File: config.mk
export PLATFORM = sky130hd
export DESIGN_NAME = pixel_write_control
export DESIGN_NICKNAME = d
export VERILOG_FILES = /design/src/core/pixel_write_pkg.sv /design/src/core/pixel_write_control.sv /design/src/core/depth_stage.sv /design/src/core/color_dither.sv
export SDC_FILE = /design/constraint.sdc
export NUM_CORES = 1
export LEC_CHECK = 0
export BUFFER_PORTS_ARGS = -buffer_cell sky130_fd_sc_hd__buf_4
export CAP_MARGIN = 20
export CELL_PAD_IN_SITES_DETAIL_PLACEMENT = 1
export CELL_PAD_IN_SITES_GLOBAL_PLACEMENT = 2
export CORE_ASPECT_RATIO = 0.8
export CORE_MARGIN = 2
export CORE_UTILIZATION = 34
export DETAILED_ROUTE_END_ITERATION = 8
export PLACE_DENSITY = 0.89
export SYNTH_ARGS = -nofsm -noshare
export SYNTH_HDL_FRONTEND = slang
export SYNTH_SLANG_ARGS = --single-unit
File: constraint.sdc
create_clock -name aclk -period 9.3 [get_ports aclk]
set_input_delay 0 -clock aclk [delete_from_list [all_inputs] [get_ports aclk]]
set_output_delay 0 -clock aclk [all_outputs]
set_load 0.02 [all_outputs]
File: src/core/pixel_write_pkg.sv
/*
  Shared constants and types of the pixel write-control stage: register
  offsets, control bit positions, depth functions, pixel kinds and the
  ordered-dither matrices.
  Assumes a single 10 MHz core clock and a 32-bit AXI4-Lite register bus.
*/
// Operation
// - clip enable discards pixels outside inclusive rectangle
// - chroma match blocks RGB buffer write
// - chroma compare uses texture lookup color
// - stipple enable gates; mode selects rotate/pattern
// - rotate mode: top bit zero kills pixel
// - rotate mode shifts pattern left every pixel
// - pattern mode picks byte by Y, bit by X
// - pattern mode zero bit kills; never rotates
// - depth enable compares using three-bit function
// - W select uses inverse W as 4.12 float
// - dither enable dithers, otherwise truncates to 16
// - algorithm bit picks 4x4 or 2x2 dither
// - cleared RGB mask suppresses all RGB writes
// - cleared depth mask suppresses all depth writes
// - alpha mask failure kills pixel, counts failure
// - bias adds constant depth to computed depth
// - Y origin bit flips rows; bypass uses own
// - alpha planes use aux buffer; depth disabled (code still applies the depth test when depth enable is set)
// - dither subtraction applied to destination before blending
// - compare source bit selects constant depth
// - depth buffer stores biased iterated depth
// - float select converts W or Z to 4.12
// - depth function codes never through always
// - RGB written only on pass with mask
package pixel_write_pkg;
    localparam int ADDR_W = 8;
    localparam int COORD_W = 12;
    localparam logic [ADDR_W-1:0] OFF_MODE = 8'h00;
    localparam logic [ADDR_W-1:0] OFF_STIPPLE = 8'h04;
    localparam logic [ADDR_W-1:0] OFF_CONST_DA = 8'h08;
    localparam logic [ADDR_W-1:0] OFF_CLIP_H = 8'h0c;
    localparam logic [ADDR_W-1:0] OFF_CLIP_V = 8'h10;
    localparam logic [ADDR_W-1:0] OFF_KEY = 8'h14;
    localparam logic [ADDR_W-1:0] OFF_FAIL_CNT = 8'h18;
    localparam logic [ADDR_W-1:0] OFF_DWM = 8'h1c;
    localparam logic [31:0] MODE_WR_MASK = 32'h003f3fff;
    localparam logic [31:0] REG_RESET = 32'h00000000;
    localparam logic [1:0] RESP_OKAY = 2'h0;
    localparam logic [1:0] RESP_SLVERR = 2'h2;
    localparam int B_CLIP = 0;
    localparam int B_CHROMA = 1;
    localparam int B_STIP_EN = 2;
    localparam int B_WSEL = 3;
    localparam int B_DEPTH_EN = 4;
    localparam int B_FUNC_LO = 5;
    localparam int B_DITHER = 8;
    localparam int B_RGB_WM = 9;
    localparam int B_AUX_WM = 10;
    localparam int B_DALGO = 11;
    localparam int B_STIP_MODE = 12;
    localparam int B_AMASK = 13;
    localparam int B_BIAS = 16;
    localparam int B_YORG = 17;
    localparam int B_APLANES = 18;
    localparam int B_DSUB = 19;
    localparam int B_CSRC = 20;
    localparam int B_FSEL = 21;
    localparam int DWM_PIPE = 8;
    localparam int DWM_YORG = 13;
    localparam int STIP_TOP = 31;
    localparam int CLIP_MAX_LSB = 0;
    localparam int CLIP_MIN_LSB = 16;
    localparam int ITER_HI = 31;
    localparam int ITER_LO = 16;
    localparam logic [63:0] DITHER4 = 64'h5d7f91b36e4ca280;
    localparam logic [15:0] DITHER2 = 16'h4c80;
    typedef enum logic [2:0] {
        DF_NEVER, DF_LESS, DF_EQUAL, DF_LEQUAL, DF_GREATER, DF_NOTEQUAL, DF_GEQUAL, DF_ALWAYS
    } depth_func_e;
    typedef enum logic [1:0] {PK_TRIANGLE, PK_FILL, PK_DIRECT} pixel_kind_e;
endpackage : pixel_write_pkg

File: src/core/pixel_write_control.sv
/*
  Pixel write-control stage with its AXI4-Lite register file. Takes one
  pixel from the iterators, applies clip, stipple, chroma key, alpha mask,
  depth test and write masks, and hands a write to the frame buffer port.
  Assumes iterators and frame buffer run on aclk; dst_depth and dst_color
  are valid with the pixel.
*/
`timescale 1ns/10ps
module pixel_write_control #(
    parameter logic [pixel_write_pkg::COORD_W-1:0] SCREEN_ROWS = 12'h1e0
) (
    input wire logic aclk,
    input wire logic aresetn,
    input wire logic [pixel_write_pkg::ADDR_W-1:0] s_axi_awaddr,
    input wire logic s_axi_awvalid,
    output logic s_axi_awready,
    input wire logic [31:0] s_axi_wdata,
    input wire logic [3:0] s_axi_wstrb,
    input wire logic s_axi_wvalid,
    output logic s_axi_wready,
    output logic [1:0] s_axi_bresp,
    output logic s_axi_bvalid,
    input wire logic s_axi_bready,
    input wire logic [pixel_write_pkg::ADDR_W-1:0] s_axi_araddr,
    input wire logic s_axi_arvalid,
    output logic s_axi_arready,
    output logic [31:0] s_axi_rdata,
    output logic [1:0] s_axi_rresp,
    output logic s_axi_rvalid,
    input wire logic s_axi_rready,
    input wire logic pix_valid,
    output logic pix_ready,
    input wire logic [1:0] pix_kind,
    input wire logic [pixel_write_pkg::COORD_W-1:0] pix_x,
    input wire logic [pixel_write_pkg::COORD_W-1:0] pix_y,
    input wire logic [23:0] tex_rgb,
    input wire logic [23:0] pix_rgb,
    input wire logic [7:0] pix_alpha,
    input wire logic [31:0] iter_z,
    input wire logic [31:0] iter_w,
    input wire logic [15:0] dst_depth,
    input wire logic [15:0] dst_color,
    output logic fb_valid,
    input wire logic fb_ready,
    output logic [pixel_write_pkg::COORD_W-1:0] fb_x,
    output logic [pixel_write_pkg::COORD_W-1:0] fb_y,
    output logic [15:0] fb_color,
    output logic [15:0] fb_aux,
    output logic [23:0] fb_blend_dst,
    output logic fb_rgb_we,
    output logic fb_aux_we
);
    import pixel_write_pkg::*;

    typedef struct packed {
        logic awready;
        logic wready;
        logic bvalid;
        logic [1:0] bresp;
        logic aw_got;
        logic w_got;
        logic [ADDR_W-1:0] waddr;
        logic [31:0] wdata;
        logic [3:0] wstrb;
        logic arready;
        logic rvalid;
        logic [1:0] rresp;
        logic [31:0] rdata;
        logic [31:0] mode;
        logic [31:0] stipple;
        logic [31:0] const_da;
        logic [31:0] clip_h;
        logic [31:0] clip_v;
        logic [31:0] key;
        logic [31:0] fail_cnt;
        logic [31:0] dwm;
        logic pix_ready;
        logic fb_valid;
        logic [COORD_W-1:0] fb_x;
        logic [COORD_W-1:0] fb_y;
        logic [15:0] fb_color;
        logic [15:0] fb_aux;
        logic [23:0] fb_blend_dst;
        logic fb_rgb_we;
        logic fb_aux_we;
    } state_s;

    state_s st;
    state_s next_st;

    function automatic logic [31:0] merge(input logic [31:0] old, input logic [31:0] data, input logic [3:0] strb);
        logic [31:0] r;
        r = old;
        for (int i = 0; i < 4; i++) begin
            if (strb[i]) begin
                r[i*8 +: 8] = data[i*8 +: 8];
            end
        end
        return r;
    endfunction : merge

    function automatic logic in_range(input logic [COORD_W-1:0] v, input logic [31:0] bounds);
        return v >= bounds[CLIP_MIN_LSB +: COORD_W] && v <= bounds[CLIP_MAX_LSB +: COORD_W];
    endfunction : in_range

    logic accept;
    logic wr_go;
    logic bypass;
    logic is_fill;
    logic stip_kind;
    logic [7:0] stip_row;
    logic stip_bit;
    logic stip_kill;
    logic clip_kill;
    logic key_hit;
    logic alpha_kill;
    logic pix_ok;
    logic depth_pass;
    logic depth_ok;
    logic [15:0] write_depth;
    logic y_bottom;
    logic [15:0] color565;
    logic [23:0] blend_dst;

    assign accept = pix_valid && st.pix_ready;
    assign wr_go = st.aw_got && st.w_got;
    assign is_fill = pix_kind == PK_FILL;
    assign bypass = pix_kind == PK_DIRECT && !st.dwm[DWM_PIPE];
    assign stip_kind = pix_kind == PK_TRIANGLE || (pix_kind == PK_DIRECT && !bypass);

    // byte by row, bit by column
    assign stip_row = st.stipple[{pix_y[1:0], 3'h0} +: 8];
    assign stip_bit = stip_row[3'h7 - pix_x[2:0]];
    assign stip_kill = stip_kind && st.mode[B_STIP_EN]
                       && (st.mode[B_STIP_MODE] ? !stip_bit : !st.stipple[STIP_TOP]);
    assign clip_kill = st.mode[B_CLIP] && !(in_range(pix_x, st.clip_h) && in_range(pix_y, st.clip_v));
    assign key_hit = stip_kind && st.mode[B_CHROMA] && tex_rgb == st.key[23:0];
    assign alpha_kill = stip_kind && st.mode[B_AMASK] && !pix_alpha[0];
    assign pix_ok = !clip_kill && !stip_kill && !alpha_kill;
    assign depth_ok = !stip_kind || depth_pass;
    // origin from own register when bypassed
    assign y_bottom = bypass ? st.dwm[DWM_YORG] : st.mode[B_YORG];

    depth_stage u_depth (
        .mode(st.mode),
        .iter_z(iter_z),
        .iter_w(iter_w),
        .const_depth(st.const_da[15:0]),
        .dst_depth(dst_depth),
        .pass(depth_pass),
        .write_depth(write_depth)
    );

    color_dither u_dither (
        .rgb(pix_rgb),
        .px(pix_x[1:0]),
        .py(pix_y[1:0]),
        .enable(st.mode[B_DITHER]),
        .algo2(st.mode[B_DALGO]),
        .sub_en(st.mode[B_DSUB]),
        .dst_color(dst_color),
        .color565(color565),
        .blend_dst(blend_dst)
    );

    always_comb begin
        next_st = st;
        if (s_axi_awvalid && st.awready) begin
            next_st.aw_got = 1'b1;
            next_st.waddr = s_axi_awaddr;
        end
        if (s_axi_wvalid && st.wready) begin
            next_st.w_got = 1'b1;
            next_st.wdata = s_axi_wdata;
            next_st.wstrb = s_axi_wstrb;
        end
        if (st.bvalid && s_axi_bready) begin
            next_st.bvalid = 1'b0;
        end
        if (st.rvalid && s_axi_rready) begin
            next_st.rvalid = 1'b0;
        end
        if (st.fb_valid && fb_ready) begin
            next_st.fb_valid = 1'b0;
        end
        // pixel stage: one pixel held at a time, so ready is simply "output empty"
        if (accept) begin
            next_st.fb_valid = 1'b1;
            next_st.fb_x = pix_x;
            next_st.fb_y = y_bottom ? SCREEN_ROWS - 12'h001 - pix_y : pix_y;
            next_st.fb_color = color565;
            next_st.fb_blend_dst = blend_dst;
            next_st.fb_rgb_we = pix_ok && depth_ok && !key_hit && st.mode[B_RGB_WM];
            next_st.fb_aux_we = pix_ok && depth_ok && !bypass && st.mode[B_AUX_WM];
            if (st.mode[B_APLANES]) begin
                next_st.fb_aux = {8'h00, pix_alpha};
            end else if (is_fill) begin
                next_st.fb_aux = st.const_da[15:0];
            end else begin
                next_st.fb_aux = write_depth;
            end
            if (stip_kind && !st.mode[B_STIP_MODE]) begin
                next_st.stipple = {st.stipple[30:0], st.stipple[STIP_TOP]};
            end
        end
        // a software write to the stipple register beats the rotation in the same cycle
        if (wr_go) begin
            next_st.aw_got = 1'b0;
            next_st.w_got = 1'b0;
            next_st.bvalid = 1'b1;
            next_st.bresp = RESP_OKAY;
            if (st.waddr == OFF_MODE) begin
                next_st.mode = merge(st.mode, st.wdata, st.wstrb) & MODE_WR_MASK;
            end else if (st.waddr == OFF_STIPPLE) begin
                next_st.stipple = merge(st.stipple, st.wdata, st.wstrb);
            end else if (st.waddr == OFF_CONST_DA) begin
                next_st.const_da = merge(st.const_da, st.wdata, st.wstrb);
            end else if (st.waddr == OFF_CLIP_H) begin
                next_st.clip_h = merge(st.clip_h, st.wdata, st.wstrb);
            end else if (st.waddr == OFF_CLIP_V) begin
                next_st.clip_v = merge(st.clip_v, st.wdata, st.wstrb);
            end else if (st.waddr == OFF_KEY) begin
                next_st.key = merge(st.key, st.wdata, st.wstrb);
            end else if (st.waddr == OFF_FAIL_CNT) begin
                next_st.fail_cnt = REG_RESET;
            end else if (st.waddr == OFF_DWM) begin
                next_st.dwm = merge(st.dwm, st.wdata, st.wstrb);
            end else begin
                next_st.bresp = RESP_SLVERR;
            end
        end
        // count after clear so the event wins
        if (accept && alpha_kill) begin
            next_st.fail_cnt = next_st.fail_cnt + 32'h00000001;
        end
        if (s_axi_arvalid && st.arready) begin
            next_st.rvalid = 1'b1;
            next_st.rresp = RESP_OKAY;
            if (s_axi_araddr == OFF_MODE) begin
                next_st.rdata = st.mode;
            end else if (s_axi_araddr == OFF_STIPPLE) begin
                next_st.rdata = st.stipple;
            end else if (s_axi_araddr == OFF_CONST_DA) begin
                next_st.rdata = st.const_da;
            end else if (s_axi_araddr == OFF_CLIP_H) begin
                next_st.rdata = st.clip_h;
            end else if (s_axi_araddr == OFF_CLIP_V) begin
                next_st.rdata = st.clip_v;
            end else if (s_axi_araddr == OFF_KEY) begin
                next_st.rdata = st.key;
            end else if (s_axi_araddr == OFF_FAIL_CNT) begin
                next_st.rdata = st.fail_cnt;
            end else if (s_axi_araddr == OFF_DWM) begin
                next_st.rdata = st.dwm;
            end else begin
                next_st.rdata = REG_RESET;
                next_st.rresp = RESP_SLVERR;
            end
        end
        next_st.awready = !next_st.aw_got && !next_st.bvalid;
        next_st.wready = !next_st.w_got && !next_st.bvalid;
        next_st.arready = !next_st.rvalid;
        next_st.pix_ready = !next_st.fb_valid;
    end

    always_ff @(posedge aclk) begin
        if (!aresetn) begin
            st <= '0;
        end else begin
            st <= next_st;
        end
    end

    assign s_axi_awready = st.awready;
    assign s_axi_wready = st.wready;
    assign s_axi_bresp = st.bresp;
    assign s_axi_bvalid = st.bvalid;
    assign s_axi_arready = st.arready;
    assign s_axi_rdata = st.rdata;
    assign s_axi_rresp = st.rresp;
    assign s_axi_rvalid = st.rvalid;
    assign pix_ready = st.pix_ready;
    assign fb_valid = st.fb_valid;
    assign fb_x = st.fb_x;
    assign fb_y = st.fb_y;
    assign fb_color = st.fb_color;
    assign fb_aux = st.fb_aux;
    assign fb_blend_dst = st.fb_blend_dst;
    assign fb_rgb_we = st.fb_rgb_we;
    assign fb_aux_we = st.fb_aux_we;

    clip_outside_a: assert property (
        @(posedge aclk) disable iff (!aresetn)
        accept && st.mode[B_CLIP] && pix_x > st.clip_h[CLIP_MAX_LSB +: COORD_W] |=> !fb_rgb_we && !fb_aux_we)
        else $error("clipped pixel produced a write");

    chroma_block_a: assert property (
        @(posedge aclk) disable iff (!aresetn)
        accept && pix_kind == PK_TRIANGLE && st.mode[B_CHROMA] && tex_rgb == st.key[23:0] |=> fb_valid && !fb_rgb_we)
        else $error("chroma-keyed pixel reached the color buffer");

    stipple_rotate_a: assert property (
        @(posedge aclk) disable iff (!aresetn)
        accept && pix_kind == PK_TRIANGLE && !st.mode[B_STIP_MODE] && !wr_go
        |=> st.stipple == {$past(st.stipple[30:0]), $past(st.stipple[STIP_TOP])})
        else $error("stipple did not rotate by one");

    stipple_hold_a: assert property (
        @(posedge aclk) disable iff (!aresetn)
        accept && st.mode[B_STIP_MODE] && !wr_go |=> $stable(st.stipple))
        else $error("stipple rotated in pattern mode");

    rgb_mask_a: assert property (
        @(posedge aclk) disable iff (!aresetn)
        accept && !st.mode[B_RGB_WM] |=> fb_valid && !fb_rgb_we)
        else $error("color write with RGB mask cleared");

    aux_mask_a: assert property (
        @(posedge aclk) disable iff (!aresetn)
        accept && !st.mode[B_AUX_WM] |=> fb_valid && !fb_aux_we)
        else $error("depth write with depth mask cleared");

    alpha_fail_a: assert property (
        @(posedge aclk) disable iff (!aresetn)
        accept && pix_kind == PK_TRIANGLE && st.mode[B_AMASK] && !pix_alpha[0] && !wr_go
        |=> st.fail_cnt == $past(st.fail_cnt) + 32'h00000001 && !fb_rgb_we && !fb_aux_we)
        else $error("alpha failure not counted or not blocked");

    never_pass_a: assert property (
        @(posedge aclk) disable iff (!aresetn)
        accept && pix_kind == PK_TRIANGLE && st.mode[B_DEPTH_EN] && st.mode[B_FUNC_LO +: 3] == DF_NEVER
        |=> !fb_rgb_we && !fb_aux_we)
        else $error("never function let a pixel through");

    write_resp_a: assert property (
        @(posedge aclk) disable iff (!aresetn)
        wr_go |=> s_axi_bvalid && !s_axi_awready && !s_axi_wready)
        else $error("write response missing after address and data");
endmodule : pixel_write_control

File: src/core/depth_stage.sv
/*
  Depth source selection, 4.12 float conversion, biasing and comparison.
  Purely combinational; the caller registers its results.
*/
`timescale 1ns/10ps
module depth_stage (
    input wire logic [31:0] mode,
    input wire logic [31:0] iter_z,
    input wire logic [31:0] iter_w,
    input wire logic [15:0] const_depth,
    input wire logic [15:0] dst_depth,
    output logic pass,
    output logic [15:0] write_depth
);
    import pixel_write_pkg::*;

    // leading-zero count is the exponent; the mantissa is inverted so that
    // the code rises as w grows smaller, i.e. tracks 1/w
    function automatic logic [15:0] to_float412(input logic [15:0] v);
        logic [15:0] sh;
        logic [3:0] lz;
        sh = v;
        lz = 4'h0;
        for (int i = 0; i < 15; i++) begin
            if (!sh[15]) begin
                sh = sh << 1;
                lz = lz + 4'h1;
            end
        end
        return {lz, ~sh[14:3]};
    endfunction : to_float412

    function automatic logic depth_test(input depth_func_e f, input logic [15:0] s, input logic [15:0] d);
        case (f)
            DF_NEVER: return 1'b0;
            DF_LESS: return s < d;
            DF_EQUAL: return s == d;
            DF_LEQUAL: return s <= d;
            DF_GREATER: return s > d;
            DF_NOTEQUAL: return s != d;
            DF_GEQUAL: return s >= d;
            default: return 1'b1;
        endcase
    endfunction : depth_test

    // bias wraps modulo 2^16
    function automatic logic [15:0] biased_sum(input logic [15:0] a, input logic [15:0] b);
        return a + b;
    endfunction : biased_sum

    logic [15:0] base;
    logic [15:0] biased;
    logic [15:0] cmp_src;

    assign base = mode[B_WSEL] ? to_float412(mode[B_FSEL] ? iter_z[ITER_HI:ITER_LO] : iter_w[ITER_HI:ITER_LO])
                               : iter_z[ITER_HI:ITER_LO];
    assign biased = mode[B_BIAS] ? biased_sum(base, const_depth) : base;
    assign cmp_src = mode[B_CSRC] ? const_depth : biased;
    assign pass = !mode[B_DEPTH_EN] || depth_test(depth_func_e'(mode[B_FUNC_LO +: 3]), cmp_src, dst_depth);
    assign write_depth = biased;
endmodule : depth_stage

File: src/core/color_dither.sv
/*
  24-to-16-bit color reduction with ordered dither, and dither subtraction
  on the destination color. Combinational; the caller registers results.
*/
`timescale 1ns/10ps
module color_dither (
    input wire logic [23:0] rgb,
    input wire logic [1:0] px,
    input wire logic [1:0] py,
    input wire logic enable,
    input wire logic algo2,
    input wire logic sub_en,
    input wire logic [15:0] dst_color,
    output logic [15:0] color565,
    output logic [23:0] blend_dst
);
    import pixel_write_pkg::*;

    function automatic logic [7:0] sat_add(input logic [7:0] c, input logic [3:0] a);
        logic [8:0] s;
        s = {1'b0, c} + {5'h00, a};
        return s[8] ? 8'hff : s[7:0];
    endfunction : sat_add

    function automatic logic [7:0] sat_sub(input logic [7:0] c, input logic [3:0] a);
        return (c > {4'h0, a}) ? c - {4'h0, a} : 8'h00;
    endfunction : sat_sub

    logic [3:0] matrix;
    logic [3:0] d;
    logic [7:0] r8;
    logic [7:0] g8;
    logic [7:0] b8;
    logic [7:0] r_sum;
    logic [7:0] g_sum;
    logic [7:0] b_sum;

    assign matrix = algo2 ? DITHER2[{py[0], px[0], 2'h0} +: 4] : DITHER4[{py, px, 2'h0} +: 4];
    assign d = enable ? matrix : 4'h0;
    assign r_sum = sat_add(rgb[23:16], {1'b0, d[3:1]});
    assign g_sum = sat_add(rgb[15:8], {2'h0, d[3:2]});
    assign b_sum = sat_add(rgb[7:0], {1'b0, d[3:1]});
    assign color565 = {r_sum[7:3], g_sum[7:2], b_sum[7:3]};
    assign r8 = {dst_color[15:11], dst_color[15:13]};
    assign g8 = {dst_color[10:5], dst_color[10:9]};
    assign b8 = {dst_color[4:0], dst_color[4:2]};
    assign blend_dst = sub_en ? {sat_sub(r8, {1'b0, matrix[3:1]}), sat_sub(g8, {2'h0, matrix[3:2]}),
                                 sat_sub(b8, {1'b0, matrix[3:1]})} : {r8, g8, b8};
endmodule : color_dither

==> results.tsv, run 1 <==
stage	metric	value	unit
critical_path	Setup Crit Path Kind	flop to flop	
synth	Syn Area/Cell	8.01	um2
critical_path	most frequent CP cell	ha_1	
synth	Yosys reg bits	413	
critical_path	Worst Path Arrival	9.11	ns
die	Initial Util	34.5	%
cells_and_area	Layout area overhead	25.0	%
worst_hold_path	Worst Hold Class	input port to flop	
synth	Synth Area in Compound Gates	25.4	%
clocking	CTS tree	yes	
synth	top cell type's share of synthesized area	33.1	%
placement	HPWL after detailed placement	77900	um
sta	Clock Skews	0.0404	ns
cells_and_area	fillers	8626	
sta	unrepaired setup endpoints after global routing	no	
sta	Tcrit/Tclk final	92.7	%
drt	initial drt markers	2292	
synth	Commonest cells post-synth	656 x nand2_1, 413 x dfxtp_1, 274 x a21boi_0	
grt	initial antenna violation count	5	
flow_run	Max-Cap Viols	0	
placement	number of buffers added on ports	329	
grt	number of global-route vias before repair	25400	
critical_path	Worst Path Max Fanout	12	
clocking	CTS Buf Count	48	
grt	largest net degree at the start of global routing	131	
critical_path	type of destination of the critical path	flop	
synth	area leader, netlist	dfxtp_1	
die	Core Footprint	72400	um2
sta	final hold vios	0	
clocking	Sink Count	413	
die	die width	307	um
drt	final wirelength	109000	um
synth	Synth cell types	94	
synth	Post-Synth Simple-Gate Area	19.1	%
pwr	Max VDD drop	0.000142	V
critical_path	slowest CP cell	dfxtp_4	
drt	Wirelength per Cell	24.4	um
grt	All-Layer GR Usage	28.0	%
sta	Tmin final	8.62	ns
die	Die ar.	75600	um2
synth	mux contribution to synthesized area	5.12	%
critical_path	CP max stage delay	0.45	ns
clocking	Worst-path clk slew	0.06	ns
synth	YS warnings	0	
grt	first-pass GRT wire length	161000	um
drt	DRC viols	0	
synth	Async S/R FF share, synth	0	%
run_status	run status	complete, no violations	
synth	EDFF count, synth	0	
sta	Slew @ Worst Pin	1.17	ns
placement	GP Congestion	0.938	
synth	Post-Syn Instances	3119	
clocking	H-tree depth	2	
cells_and_area	Ant. Diodes	0	
synth	Cell Area, Synth	25000	um2
sta	Final Max Tran Viols	0	
synth	largest family of logic cells by synthesized area	compound AO/OA/AOI/OAI gates	
drt	Vias	25200	
die	Die H	246	um
die	site row count	88	
synth	post-synthesis adder-cell area fraction	5.58	%
drt	Vias/cell	5.66	
drt	DR pass1 iterations	6	
critical_path	Worst Setup Start Kind	flop	
cells_and_area	final core utilization	43.1	%
cells_and_area	nets@finish	3817	
die	I/O pin cnt	364	
pwr	Pwr Density	144	nW/um2
critical_path	Crit path required time	9.79	ns
drt	Post-DRT Antenna Nets	0	
pwr	Leak	11.9	nW
synth	leading post-synthesis cells by cell area	dfxtp_1 33%, nand2_1 9.9%, a21boi_0 8.2%	
cells_and_area	share of cells above drive strength 1	15.7	%
synth	main flop type after synthesis	dfxtp_1	
synth	cell with the most instances after synthesis	nand2_1	
synth	sequential element share of the synthesized area	33.1	%
sta	setup_tns	0	ns
clocking	Max Buffers Root-to-Sink	3	
sta	Final setup viols	0	
sta	Slew headroom	21.9	%
grt	grt total ovfl	0	
sta	Max Fclk	116	MHz
clocking	clock latency on the worst-skew pair	0.62	ns
clocking	Root Buffer Master	clkbuf_16	
synth	Synth Area in XOR/XNOR	3.79	%
[final timing paths]
path	start	end	slack, ns	cells past startpoint
min	s_axi_wvalid	st[393]	0.04	5
max reg2reg	st[329]	fb_rgb_we	0.68	44
max	st[329]	fb_rgb_we	0.68	44
min reg2reg	fb_aux[12]	fb_aux[12]	0.46	1
[critical path, delay by kind of cell, from the launching register on]
family                     cells  cell delay [ns]
buffers and inverters          1             0.20
muxes                          7             1.60
and+or+nand+nor               11             1.56
DFF                            1             0.45
xor gates and xnor gates       2             0.38
AOI/OAI and AO/OA             15             1.98
adders and majority gates      8             2.33
[placed cells by master, fill, tap and decap left out, drive strengths merged, types with 29 or more instances in the layout]
cell type,count
ha,105
nor3,57
and2,35
clkbuf,67
mux2i,46
inv,96
a221oi,29
nand3,50
buf,377
a21oi,123
a21o,40
a21boi,274
xor2,48
nor2b,29
mux2,43
nor2,146
dfxtp,413
xnor2,60
a22oi,91
o21ai,149
a31oi,41
dlygate4sd3,213
nand2,657
[report_power, final]
| group | leakage [nW] | internal, mW | switching, mW |
|---|---|---|---|
| clock network | 0.766 | 1.12 | 0.839 |
| registers | 3.35 | 1.81 | 0.0594 |
| logic | 7.81 | 0.300 | 0.366 |
| total | 11.9 | 3.23 | 1.26 |
[cells by family after synthesis]
logic type | count (synthesis)
AO/OA/AOI/OAI | 903
AND/OR/NAND/NOR | 1093
flip-flops | 413
adder cells (fa/ha/maj) | 109
XOR/XNOR | 108
multiplexers | 102
buffers and inverters | 390
other | 1
[through the flow]
stage	cell area [um2]	total power, mW	hold slack (ns)	worst slack, ns	instances
3_3_place_gp	27400	2.47	0.258	0.425	4137
4_1_cts	31100	4.50	0.000575	0.273	4436
5_1_grt	31200	4.65	0.0689	0.0222	4448
6_report	31200	4.49	0.0394	0.676	4448
3_5_place_dp	27400	2.48	0.272	0.295	4139
2_1_floorplan	25000	2.24	0.142	1.18	3120
[final cells by class]
class,instances,area (um2),share of cell area [%]
Sequential cell,413,8270,26.5
Multi-Input combinational cell,2318,14800,47.5
Clock buffer,67,1370,4.40
Inverter,98,368,1.18
Clock inverter,17,210,0.673
Timing Repair Buffer,590,4970,15.9
Tap cell,945,1180,3.79
[timing repair]
| item | in CTS | in global routing |
|---|---|---|
| setup buffers | 0 | 7 |
| endpoints found under the hold margin | 149 | 0 |
| hold buffers | 213 | 0 |
| resized for setup | 0 | 7 |
| setup endpoints to repair | 0 | 2 |
[per-layer routing]
layer  global-route usage, %  part of all wire [%]  up-vias  wire length (um)
met5                       0                 0.011        -                12
met4                    9.87                   3.6        2              3860
met3                    7.90                    10      203             11000
met2                    42.5                    42     1035             46200
met1                    37.8                    44    12400             47700
li1                        -                     -    11600                 -
[registers in the layout, summed over array words and instances, names as in the netlist]
name / count
fb_aux_we: 1
st: 290
s_axi_awready: 1
s_axi_bvalid: 1
pix_ready: 1
s_axi_rresp: 1
s_axi_bresp: 1
fb_blend_dst: 24
fb_rgb_we: 1
s_axi_wready: 1
fb_aux: 16
fb_x: 12
fb_color: 16
s_axi_rdata: 32
s_axi_rvalid: 1
fb_valid: 1
s_axi_arready: 1
fb_y: 12
Note: power is estimated with default switching activity, not from simulation.
==> inputs of run 2 (changes only) <==
--- a/config.mk
+++ b/config.mk
@@ -11,9 +11,10 @@
 export CELL_PAD_IN_SITES_GLOBAL_PLACEMENT = 2
 export CORE_ASPECT_RATIO = 0.8
 export CORE_MARGIN = 2
-export CORE_UTILIZATION = 34
+export CORE_UTILIZATION = 35
 export DETAILED_ROUTE_END_ITERATION = 8
-export PLACE_DENSITY = 0.89
+export PLACE_DENSITY = 0.9
 export SYNTH_ARGS = -nofsm -noshare
 export SYNTH_HDL_FRONTEND = slang
+export SYNTH_HIERARCHICAL = 1
 export SYNTH_SLANG_ARGS = --single-unit
==> results.tsv, run 2 <==
stage	metric	value	unit
sta	Final setup viols	0	
grt	largest net degree at the start of global routing	182	
clocking	clock latency on the worst-skew pair	0.61	ns
clocking	Sink Count	413	
cells_and_area	most common cell after layout, fill and taps aside	nand2_1	
grt	grt total ovfl	0	
cells_and_area	share of cells above drive strength 1	18.6	%
synth	Cell Area, Synth	26500	um2
cells_and_area	non-filler cells, final	4585	
critical_path	CP max stage delay	0.42	ns
sta	setup_tns	0	ns
die	site row count	90	
critical_path	Worst Path Max Fanout	7	
clocking	CTS tree	yes	
synth	Yosys reg bits	413	
sta	final hold vios	0	
placement	HPWL after detailed placement	80900	um
placement	placed insts	4314	
die	Die ar.	78100	um2
critical_path	Setup crit start	st[329]	
clocking	Max Buffers Root-to-Sink	3	
pwr	Max VDD drop	0.000127	V
sta	Tcrit/Tclk final	96.6	%
cells_and_area	Largest Register	st	
grt	number of global-route vias before repair	26000	
die	Die H	250	um
clocking	H-tree depth	2	
drt	Post-DRT Antenna Nets	0	
worst_hold_path	Worst Hold Class	input port to flop	
sta	Tmin final	8.99	ns
synth	top cell type's share of synthesized area	31.2	%
synth	area leader, netlist	dfxtp_1	
critical_path	Worst Setup EP	fb_aux_we	
critical_path	Crit path required time	9.84	ns
drt	final wirelength	111000	um
pwr	Pwr Total	4.64	mW
die	die width	312	um
critical_path	worst-case reg-to-reg path depth	45	
synth	Post-Syn Instances	3212	
placement	dpl ws	-0.398	ns
critical_path	reg-to-reg endpoint	fb_aux_we	
synth	sequential element share of the synthesized area	31.2	%
sta	final worst slack	0.313	ns
synth	Async S/R FF share, synth	0	%
critical_path	R2R Setup Slk	0.31	ns
cells_and_area	most frequent cells in the layout	501 x nand2_1, 412 x dfxtp_1, 411 x buf_4, 230 x a21boi_0, 181 x dlygate4sd3_1	
pwr	Pwr Density	141	nW/um2
critical_path	Worst Setup Start Kind	flop	
cells_and_area	max reg flops	290	
critical_path	most frequent CP cell	ha_1	
synth	leading post-synthesis cells by cell area	dfxtp_1 31%, nand2_1 7.1%, a21boi_0 6.5%	
drt	Wirelength per Cell	24.3	um
die	Core Footprint	75200	um2
sta	Slew headroom	22.0	%
cells_and_area	Layout area overhead	23.9	%
drt	initial drt markers	2322	
critical_path	Worst Path Arrival	9.53	ns
sta	Clock Skews	0.0217	ns
clocking	Worst-path clk slew	0.07	ns
placement	GP Congestion	0.898	
grt	All-Layer GR Usage	27.6	%
cells_and_area	Ant. Diodes	0	
critical_path	type of destination of the critical path	flop	
flow_run	Max-Cap Viols	0	
grt	initial antenna violation count	1	
synth	cell with the most instances after synthesis	nand2_1	
sta	Max Fclk	111	MHz
synth	YS warnings	6	
clocking	CTS Buf Count	47	
sta	Final Max Tran Viols	0	
drt	DR pass1 iterations	6	
critical_path	Setup Crit Path Kind	flop to flop	
cells_and_area	nets@finish	3888	
run_status	run status	complete, no violations	
pwr	Leak	13.1	nW
synth	Synth cell types	106	
drt	Vias	26100	
critical_path	slowest CP cell	a221o_1	
clocking	Root Buffer Master	clkbuf_16	
synth	Syn Area/Cell	8.26	um2
die	I/O pin cnt	364	
grt	first-pass GRT wire length	166000	um
placement	number of buffers added on ports	329	
drt	DRC viols	0	
die	Initial Util	35.3	%
synth	Commonest cells post-synth	503 x nand2_1, 413 x dfxtp_1, 230 x a21boi_0	
drt	Vias/cell	5.70	
critical_path	R2R Path Start	st[329]	
synth	main flop type after synthesis	dfxtp_1	
synth	EDFF count, synth	0	
sta	Slew @ Worst Pin	1.16	ns
==> run 2: cell count changes in the layout (fill, tap and decap cells not counted), moves of 28 or more <==
cell           change
nor2_1            +38
a21boi_0          -44
buf_4             +40
o21ai_0           -31
dlygate4sd3_1     -32
nor3_1            -34
nand2_1          -154
nor2b_1           +80
mux2i_1          +116
a22oi_1           -28
nand3_1          +110
a21oi_1           -36
==> run 2: worst min-delay path by stage <==
| stage | start | to | slack, ns | cells after the start |
|---|---|---|---|---|
| finish | s_axi_wvalid | st[409] | 0.02 | 5 |
| CTS | s_axi_wvalid | st[396] | 0.002 | 5 |
| floorplan | pix_x[10] | fb_x[10] | 0.14 | 2 |
| global placement | s_axi_wdata[23] | st[403] | 0.27 | 3 |
| global route | s_axi_wvalid | st[394] | 0.04 | 5 |
| detailed placement | s_axi_wdata[22] | st[402] | 0.27 | 3 |
==> run 2: through the flow <==
step | hold WS [ns] | util, % | cell area (um2)
after floorplan | 0.145 | - | 26500
after global placement | 0.269 | 38.7 | 29100
after detailed placement | 0.272 | 38.7 | 29100
after CTS | 0.00180 | 43.4 | 32700
after global routing | 0.0447 | 43.7 | 32900
final | 0.0199 | 43.7 | 32900
==> run 2: layout make-up <==
type | count | area [um2]
Inverter | 99 | 372
Clock buffer | 59 | 1290
Multi-Input combinational cell | 2380 | 16400
Timing Repair Buffer | 597 | 4980
Clock inverter | 25 | 355
Fill cell | 8923 | 42300
Sequential cell | 413 | 8270
Tap cell | 1012 | 1270
==> run 2: power breakdown <==
group / leakage [nW] / internal, mW / total [mW] / switching (mW)
combinational: 8.95 / 0.326 / 0.747 / 0.421
clock: 0.815 / 1.19 / 2.03 / 0.847
sequential: 3.34 / 1.81 / 1.86 / 0.0522
total: 13.1 / 3.32 / 4.64 / 1.32
==> run 2: metal layers <==
metal | GRT usage [%] | wire length (um)
met1 | 39.8 | 51300
met2 | 43.2 | 49400
met3 | 3.97 | 8200
met5 | 0 | 0
met4 | 6.52 | 2540
==> run 2: what timing repair did <==
action	in CTS	in global routing
gates resized for setup	16	30
cloned	0	1
hold buffers	181	0
endpoints found under the hold margin	130	0
buffers inserted	1	4
pin swaps	13	23
setup endpoints to repair	2	2
==> run 2: worst max-delay path: cells and delay by family (launching register included) <==
| kind | cells | cell delay (ns) |
|---|---|---|
| fa+ha+maj | 9 | 2.42 |
| buf+inv | 4 | 0.58 |
| compound gates | 15 | 2.90 |
| xor+xnor | 2 | 0.28 |
| simple gates | 11 | 1.42 |
| flops | 1 | 0.41 |
| mux | 4 | 0.89 |
==> run 2: logic make-up after synthesis <==
logic type	share of synthesized area (%)
buffers and inverters	8.24
adder cells (fa/ha/maj)	5.35
AND/OR/NAND/NOR	21.4
flip-flops	31.2
XOR/XNOR	3.16
other	0.0141
AO/OA/AOI/OAI	19.7
multiplexers	10.9
